## src/include/prk_pkg.sv

```systemverilog
// Package of constants and types for the peripheral register lock block
package prk_pkg;

  // ****************************************************************
  // Widths
  // ****************************************************************
  localparam int GROUP_W  = 8;
  localparam int GIDX_W   = 3;
  localparam int PERIPH_W = 16;
  localparam int SEL_W    = 4;
  localparam int KEY_W    = 8;

  // ****************************************************************
  // Key sequence values, arbitrary choices
  // ****************************************************************
  localparam logic [KEY_W-1:0] KEY_FIRST  = 8'hA5;
  localparam logic [KEY_W-1:0] KEY_SECOND = 8'hF1;

  // ****************************************************************
  // Reset values
  // ****************************************************************
  localparam logic [GROUP_W-1:0]  LOCK_RST = 8'h00;
  localparam logic [PERIPH_W-1:0] HALT_RST = 16'h0000;

  // Peripheral select bits above this shift give the group index
  localparam int GROUP_SHIFT = 1;

  // ****************************************************************
  // Key sequencer states
  // ****************************************************************
  typedef enum logic [1:0] {
    KEY_LOCKED,
    KEY_GOT_FIRST,
    KEY_OPEN
  } prk_key_state_t;

endpackage

```

## src/include/prk_key_if.sv

```systemverilog
// Interface between the lock top and its key sequencer
`timescale 1ns/100ps
interface prk_key_if;
  logic                     wrEn;
  logic [prk_pkg::KEY_W-1:0] wrData;
  logic                     unlocked;

  modport seq (
    input  wrEn,
    input  wrData,
    output unlocked
  );

  modport owner (
    output wrEn,
    output wrData,
    input  unlocked
  );
endinterface

```

## src/design/prk_key_seq.sv

```systemverilog
// Key sequencer that opens and closes access to the group lock bits
`timescale 1ns/100ps
module prk_key_seq (
  // Clock and reset
  input wire logic clock,
  input wire logic rst_n,
  // Key path
  prk_key_if.seq   key
);

  prk_pkg::prk_key_state_t state_ff;
  prk_pkg::prk_key_state_t nxt_state;

  // ****************************************************************
  // Next state
  // ****************************************************************
  always_comb begin
    nxt_state = state_ff;
    if (key.wrEn) begin
      unique case (state_ff)
        prk_pkg::KEY_LOCKED: begin
          if (key.wrData == prk_pkg::KEY_FIRST) begin
            nxt_state = prk_pkg::KEY_GOT_FIRST;
          end
        end
        prk_pkg::KEY_GOT_FIRST: begin
          if (key.wrData == prk_pkg::KEY_SECOND) begin
            nxt_state = prk_pkg::KEY_OPEN;
          end else if (key.wrData == prk_pkg::KEY_FIRST) begin
            nxt_state = prk_pkg::KEY_GOT_FIRST;
          end else begin
            nxt_state = prk_pkg::KEY_LOCKED;
          end
        end
        prk_pkg::KEY_OPEN: begin
          nxt_state = prk_pkg::KEY_LOCKED;
        end
        default: begin
          nxt_state = prk_pkg::KEY_LOCKED;
        end
      endcase
    end
  end

  always_ff @(posedge clock) begin
    if (!rst_n) begin
      state_ff <= prk_pkg::KEY_LOCKED;
    end else begin
      state_ff <= nxt_state;
    end
  end

  assign key.unlocked = (state_ff == prk_pkg::KEY_OPEN);
endmodule // prk_key_seq

```

## src/design/prk_lock_top.sv

```systemverilog
// Peripheral register lock top: group lock bits, write filter, debug freeze
`timescale 1ns/100ps
module prk_lock_top (
  // Clock and reset
  input  wire logic                          clock,
  input  wire logic                          rst_n,
  // Key register port
  input  wire logic                          keyWrEn,
  input  wire logic [prk_pkg::KEY_W-1:0]     keyWrData,
  input  wire logic                          keyRdEn,
  output logic                               keyRdUnlocked,
  // Lock bit register port
  input  wire logic                          lockWrEn,
  input  wire logic [prk_pkg::GROUP_W-1:0]   lockWrData,
  output logic [prk_pkg::GROUP_W-1:0]        peripheral_group_lock_bits,
  output logic                               lockWrRefused,
  // Peripheral access filter
  input  wire logic                          periphWrReq,
  input  wire logic                          periphRdReq,
  input  wire logic [prk_pkg::SEL_W-1:0]     periphSel,
  output logic                               periphWrAllow,
  output logic                               periphRdAllow,
  output logic                               periphWrDropped,
  // Debug halt
  input  wire logic                          cfgWrEn,
  input  wire logic [prk_pkg::PERIPH_W-1:0]  cfgWrData,
  input  wire logic                          coreHalted,
  output logic [prk_pkg::PERIPH_W-1:0]       haltCfg,
  output logic [prk_pkg::PERIPH_W-1:0]       periphFreeze
);

  // ****************************************************************
  // Helpers
  // ****************************************************************
  function automatic logic [prk_pkg::GIDX_W-1:0] groupOf(
    input logic [prk_pkg::SEL_W-1:0] sel
  );
    groupOf = prk_pkg::GIDX_W'(sel >> prk_pkg::GROUP_SHIFT);
  endfunction

  function automatic logic isLocked(
    input logic [prk_pkg::GROUP_W-1:0] bits,
    input logic [prk_pkg::SEL_W-1:0]   sel
  );
    isLocked = bits[groupOf(sel)];
  endfunction

  // ****************************************************************
  // Key sequencer
  // ****************************************************************
  prk_key_if keyBus ();

  assign keyBus.wrEn   = keyWrEn;
  assign keyBus.wrData = keyWrData;

  prk_key_seq u_key_seq (
    .clock (clock),
    .rst_n (rst_n),
    .key   (keyBus.seq)
  );

  // ****************************************************************
  // Lock bits
  // ****************************************************************
  logic [prk_pkg::GROUP_W-1:0] lockBits_ff;
  logic [prk_pkg::GROUP_W-1:0] nxt_lockBits;
  logic                        lockRefused_ff;
  logic                        nxt_lockRefused;
  logic                        keyStatus_ff;
  logic                        nxt_keyStatus;
  logic                        lockOpen;

  // A key write in the same cycle closes access before the lock write lands
  assign lockOpen = keyBus.unlocked && !keyWrEn;

  always_comb begin
    nxt_lockBits    = lockBits_ff;
    nxt_lockRefused = 1'b0;
    nxt_keyStatus   = keyStatus_ff;
    if (lockWrEn) begin
      if (lockOpen) begin
        nxt_lockBits = lockWrData;
      end else begin
        nxt_lockRefused = 1'b1;
      end
    end
    if (keyRdEn) begin
      nxt_keyStatus = keyBus.unlocked;
    end
  end

  always_ff @(posedge clock) begin
    if (!rst_n) begin
      lockBits_ff    <= prk_pkg::LOCK_RST;
      lockRefused_ff <= 1'b0;
      keyStatus_ff   <= 1'b0;
    end else begin
      lockBits_ff    <= nxt_lockBits;
      lockRefused_ff <= nxt_lockRefused;
      keyStatus_ff   <= nxt_keyStatus;
    end
  end

  assign peripheral_group_lock_bits = lockBits_ff;
  assign lockWrRefused              = lockRefused_ff;
  assign keyRdUnlocked              = keyStatus_ff;

  // ****************************************************************
  // Peripheral access filter
  // ****************************************************************
  logic periphDrop_ff;
  logic nxt_periphDrop;

  assign periphWrAllow = periphWrReq && !isLocked(lockBits_ff, periphSel);
  assign periphRdAllow = periphRdReq;

  always_comb begin
    nxt_periphDrop = periphWrReq && isLocked(lockBits_ff, periphSel);
  end

  always_ff @(posedge clock) begin
    if (!rst_n) begin
      periphDrop_ff <= 1'b0;
    end else begin
      periphDrop_ff <= nxt_periphDrop;
    end
  end

  assign periphWrDropped = periphDrop_ff;

  // ****************************************************************
  // Debug halt freeze
  // ****************************************************************
  logic [prk_pkg::PERIPH_W-1:0] haltCfg_ff;
  logic [prk_pkg::PERIPH_W-1:0] nxt_haltCfg;
  logic [prk_pkg::PERIPH_W-1:0] freeze_ff;
  logic [prk_pkg::PERIPH_W-1:0] nxt_freeze;

  always_comb begin
    nxt_haltCfg = haltCfg_ff;
    if (cfgWrEn) begin
      nxt_haltCfg = cfgWrData;
    end
    nxt_freeze = coreHalted ? haltCfg_ff : '0;
  end

  always_ff @(posedge clock) begin
    if (!rst_n) begin
      haltCfg_ff <= prk_pkg::HALT_RST;
      freeze_ff  <= '0;
    end else begin
      haltCfg_ff <= nxt_haltCfg;
      freeze_ff  <= nxt_freeze;
    end
  end

  assign haltCfg      = haltCfg_ff;
  assign periphFreeze = freeze_ff;
endmodule // prk_lock_top

```

## config.mk

```make
export PLATFORM = sky130hd
export DESIGN_NAME = prk_lock_top
export DESIGN_NICKNAME = d
export VERILOG_FILES = /design/src/include/prk_pkg.sv /design/src/include/prk_key_if.sv /design/src/design/prk_key_seq.sv /design/src/design/prk_lock_top.sv
export SDC_FILE = /design/constraint.sdc
export NUM_CORES = 1
export LEC_CHECK = 0
export BUFFER_PORTS_ARGS = -buffer_cell sky130_fd_sc_hd__buf_4
export CAP_MARGIN = 30
export CORE_UTILIZATION = 30
export CTS_CLUSTER_SIZE = 10
export DETAILED_ROUTE_END_ITERATION = 10
export PLACE_DENSITY = 0.66
export SYNTH_ARGS = -nofsm -noshare
export SYNTH_HDL_FRONTEND = slang
export SYNTH_SLANG_ARGS = --single-unit
export TNS_END_PERCENT = 100
```

## constraint.sdc

```tcl
create_clock -name clock -period 3.62 [get_ports clock]
set_input_delay 0.724 -clock clock [delete_from_list [all_inputs] [get_ports clock]]
set_output_delay 0.724 -clock clock [all_outputs]
set_load 0.005 [all_outputs]
```

# Word-level counts from Yosys, hierarchy flattened
# Index checks and enable logic that the tools add are counted.
# classes
order_cmp,1
eq_ne,5
n_mux,7
n_reduce_logical,10
# ops
op,count
"== test 8 bit, second input constant",2
AND reduction 2 bit,4
"< comparator 3 x 4 -> 1 bit, second input constant",1
2-to-1 mux 2 bit,2
one-hot mux 2 bit (2 select lines),1
binary-select mux 1 bit (select 3 bit),1
logical AND 1 bit,3
2-to-1 mux 1 bit,3
"== test 2 x 1 -> 1 bit, second input constant",1
"== test 2 bit, second input constant",1
zero test 1 bit,2
zero test 2 bit,1
"!= test 2 x 1 -> 1 bit, second input constant",1
# word_totals
reg_bits,45
out_inout_bits,45
elab_cells,30

# Longest topological paths before layout
# logic_depth
depth_word,4
mapped_depth,4

# Hierarchy
# From an unflattened synthesis, not the netlist that was laid out.
# hier_totals
hier_cells,149
area_unflattened_um2,1666.6
# by_module_without_submodules
mod,n_inst,cells_per_inst,area_each_um2,seq_area_each_um2
prk_lock_top,1,134,1527.7,860.8
prk_key_seq,1,15,138.9,40.0

# Least setup slack after synthesis
# No wires, ideal clock.
# synth_path
path_type,input to output
start,input periphSel[1] in the netlist's numbering
end,output periphWrAllow
arrival_time_ns,1.401
required_ns,2.896
setup_slack_ns,1.495
stages,2
path_buffers,0
cell_sequence,a2111oi_0 o31a_1
# synth_between
elab_chain_cells,4
# synth_lines
item,line,rtl
from (decl),prk_lock_top.sv:20,"input wire logic [prk_pkg::SEL_W-1:0] periphSel,"
binary-select mux 1 bit (select 3 bit),prk_lock_top.sv:45,isLocked = bits[groupOf(sel)];
2-to-1 mux 1 bit (not written as such),prk_lock_top.sv:45,
zero test 1 bit,prk_lock_top.sv:114,"assign periphWrAllow = periphWrReq && !isLocked(lockBits_ff, periphSel);"
logical AND 1 bit,prk_lock_top.sv:114,
to (decl),prk_lock_top.sv:21,"output logic periphWrAllow,"
# Every way passes these cells. The select of a mux whose other input is x is not followed.

# Worst setup path in the final report
# Ends and elaborated chain as after synthesis.

==> impl_metrics.py <==
metrics = {
    "yosys": {
        "synth.largest_area_cell": "dfxtp_1",
        "synth_area_per_cell_um2": 11.3,
        "netlist-cell-type-count": 24,
        "synth_area_um2": 1650,
        "synthFlopType": "dfxtp_1",
        "synth-seq-cells": 45,
        "synthArstFlopShare_pct": 0,
        "synth.top_cell.area_share_pct": 54.5,
        "syn_inst": 146,
        "synth_area_leaders": "dfxtp_1 (54%), mux2i_1 (15%), nor2b_1 (10%)",
        "synth_edf_count": 0,
        "ys_seq_area_share_pct": 54.5,
        "syn_nets": 191,
        "synth_warnings": 0,
    },
    "setup_path": {
        "path_cells": "buf_4 > a2111oi_0 > o31a_1 > buf_4",
        "crit_slowest_cell": "a2111oi_0",
        "r2r_slack_ps": 2390,
        "r2r_cells": 3,
        "r2r-end": "peripheral_group_lock_bits[0]",
        "arrival_ps": 1740,
        "path_class": "primary input to output port",
        "crit_required_ps": 2900,
        "endpoint_kind": "output port",
        "cpPeakStageDelay_ps": 570,
        "cp_max_fo": 5,
        "startpoint_type": "primary input",
        "path_common_cell": "buf_4",
        "rr_startpoint": "u_key_seq.state_ff[1]",
    },
    "detailed_routing": {
        "vias": 1323,
        "avgViaCountPerCell": 4.40,
        "wirelength_um": 3470,
        "wire_per_inst_um": 11.5,
        "dr.pass1.iters": 4,
        "drtAntennaViolNets": 0,
        "drc_errors": 0,
        "first_iter_violations": 53,
    },
    "cells_and_area": {
        "final_common_cell": "buf_4",
        "antennaDiodeCount": 0,
        "area_growth_pct": 48.6,
        "layout.nets": 275,
        "fin_cells": 301,
        "fillers": 506,
        "final_cell_mix": "buf_4 (86), dfxtp_1 (45), nor2b_1 (27)",
        "final_layout_size_suffix_gt1_share_pct": 42.0,
    },
    "sta": {
        "fin_setup_tns_ps": 0,
        "fin_skew_ps": 7.73,
        "period_needed_ps": 2470,
        "rsz0062_at_grt": "false",
        "post-route-period-util_pct": 68.1,
        "max_clock_freq_mhz": 406,
        "worst_pin_slew_ps": 588,
        "setup_slack_ps": 1150,
        "hold_viol": 0,
        "maxSlewViolCount": 0,
        "setup_viol": 0,
        "relSlewSlack_pct": 59.8,
    },
    "clock_tree": {
        "clock_path_buffers": 2,
        "htree_levels": 2,
        "cts_tree": "yes",
        "clock_sinks": 45,
        "post-cts-setup-buffers": 0,
        "cts_buffers": 5,
        "path_clk_slew_ps": 70,
        "hold_buffers": 0,
        "clk_latency_ps": 290,
        "cts_root_buffer": "clkbuf_8",
        "cts-resized-gates": 0,
    },
    "floorplan": {
        "die_area_um2": 5810,
        "coreArea_um2": 5200,
        "fp.dieW_um": 76.3,
        "rows": 26,
        "die_y_um": 76.3,
        "io_pins": 90,
        "initial_core_util_pct": 31.8,
    },
    "place": {
        "portBuffers": 86,
        "dp_slack_ps": 1150,
        "finalWeightedCongestion": 0.681,
        "post-place-cells": 293,
        "dpl.hpwl_um": 2480,
    },
    "pwr": {
        "peakVddDrop_uv": 141,
        "net-switching-power_mw": 0.202,
        "power_density_nw_per_um2": 410,
        "combPwrFrac_pct": 10.5,
        "total_power_mw": 1.01,
        "leakage_nw": 1.17,
        "p_sw_share_pct": 20.1,
        "seqPwrFrac_pct": 51.5,
        "internal-power_mw": 0.804,
        "power_frac_clock_pct": 37.9,
    },
    "global_route": {
        "overflow": 0,
        "grt_usage_pct": 12.1,
        "grt_max_degree": 46,
        "grt_pass1_vias": 1257,
        "antenna_found_initial": 0,
        "grt_pass1_wl_um": 5730,
    },
    "worst_hold_path": {
        "hold_path_class": "register to register",
        "min_to": "keyRdUnlocked",
        "hold_depth": 2,
        "worstHoldStart": "keyRdUnlocked",
    },
    "run_status": {
        "outcome": "finished, final reports clean",
    },
    "job": {
        "cap_violations": 0,
    },
}
-- how the worst max path moves through the flow --
stage / from / slack, ps / endpoint / depth (start not counted)
after CTS: periphSel[1] / 1150 / periphWrAllow / 4
final: periphSel[1] / 1150 / periphWrAllow / 4
after global placement: periphSel[1] / 1170 / periphWrAllow / 4
after detailed placement: periphSel[1] / 1150 / periphWrAllow / 4
after floorplan: periphSel[1] / 1490 / periphWrAllow / 2
after global routing: periphSel[1] / 1120 / periphWrAllow / 4
-- per-layer routing --
metal | up-vias | global-route usage (%) | routed length [µm]
li1 | 669 | - | -
met5 | - | 0 | 0
met3 | 5 | 4.91 | 302
met1 | 592 | 14.1 | 1490
met4 | 0 | 4.04 | 35
met2 | 57 | 20.1 | 1640
-- worst max-delay path: cells and delay by family --
family	cells	cell delay (ps)
AO/OA/AOI/OAI	2	780
buffers and inverters	2	230
-- power by group through the flow --
stage | registers (mW) | clock network, mW | logic, mW
2_1_floorplan | 0.531 | 0 | 0.0393
3_3_place_gp | 0.530 | 0 | 0.107
3_5_place_dp | 0.531 | 0 | 0.108
4_1_cts | 0.519 | 0.397 | 0.108
5_1_grt | 0.521 | 0.424 | 0.115
6_report | 0.519 | 0.382 | 0.106
-- synth_stat cells, types with 2 or more instances --
library cell / number
buf_4: 3
clkbuf_1: 5
nand2b_1: 3
and3_1: 16
mux2i_1: 25
mux2_2: 2
a21boi_0: 2
nand2_1: 2
dfxtp_1: 45
nor2b_1: 27
inv_1: 2
nor4bb_1: 2
-- logic make-up (layout without fill, tap and decap cells) --
kind of cell / Yosys count / after routing / synth area share (%)
AND/OR/NAND/NOR: 56 / 56 / 22.3
flip-flops: 45 / 45 / 54.5
buffers and inverters: 11 / 96 / 3.25
multiplexers: 27 / 27 / 16.5
AO/OA/AOI/OAI: 7 / 7 / 3.48
-- registers in the layout, indices dropped and copies added, names as in the netlist --
register	flops
haltCfg	16
keyRdUnlocked	1
lockWrRefused	1
periphFreeze	16
periphWrDropped	1
peripheral_group_lock_bits	8
u_key_seq.state_ff	2
-- metrics by stage --
| step | hold slack, ps | utilization, % | area (µm²) |
|---|---|---|---|
| 6_report | 484 | 47.2 | 2460 |
| 5_1_grt | 511 | 47.2 | 2460 |
| 4_1_cts | 489 | 47.2 | 2460 |
| 3_5_place_dp | 476 | 45.0 | 2340 |
| 3_3_place_gp | 474 | 45.0 | 2340 |
| 2_1_floorplan | 472 | - | 1650 |
-- layout make-up --
cell class / count / area (µm²) / share of cell area (%)
repair buffers: 86 / 646 / 26.3
clock buffers: 7 / 86.3 / 3.51
inverters: 2 / 7.51 / 0.305
multi-input cells: 90 / 699 / 28.5
clock inverters: 1 / 30.0 / 1.22
well taps: 70 / 87.6 / 3.56
flip-flops and latches: 45 / 901 / 36.7
Power figures use the tool's default switching activity.
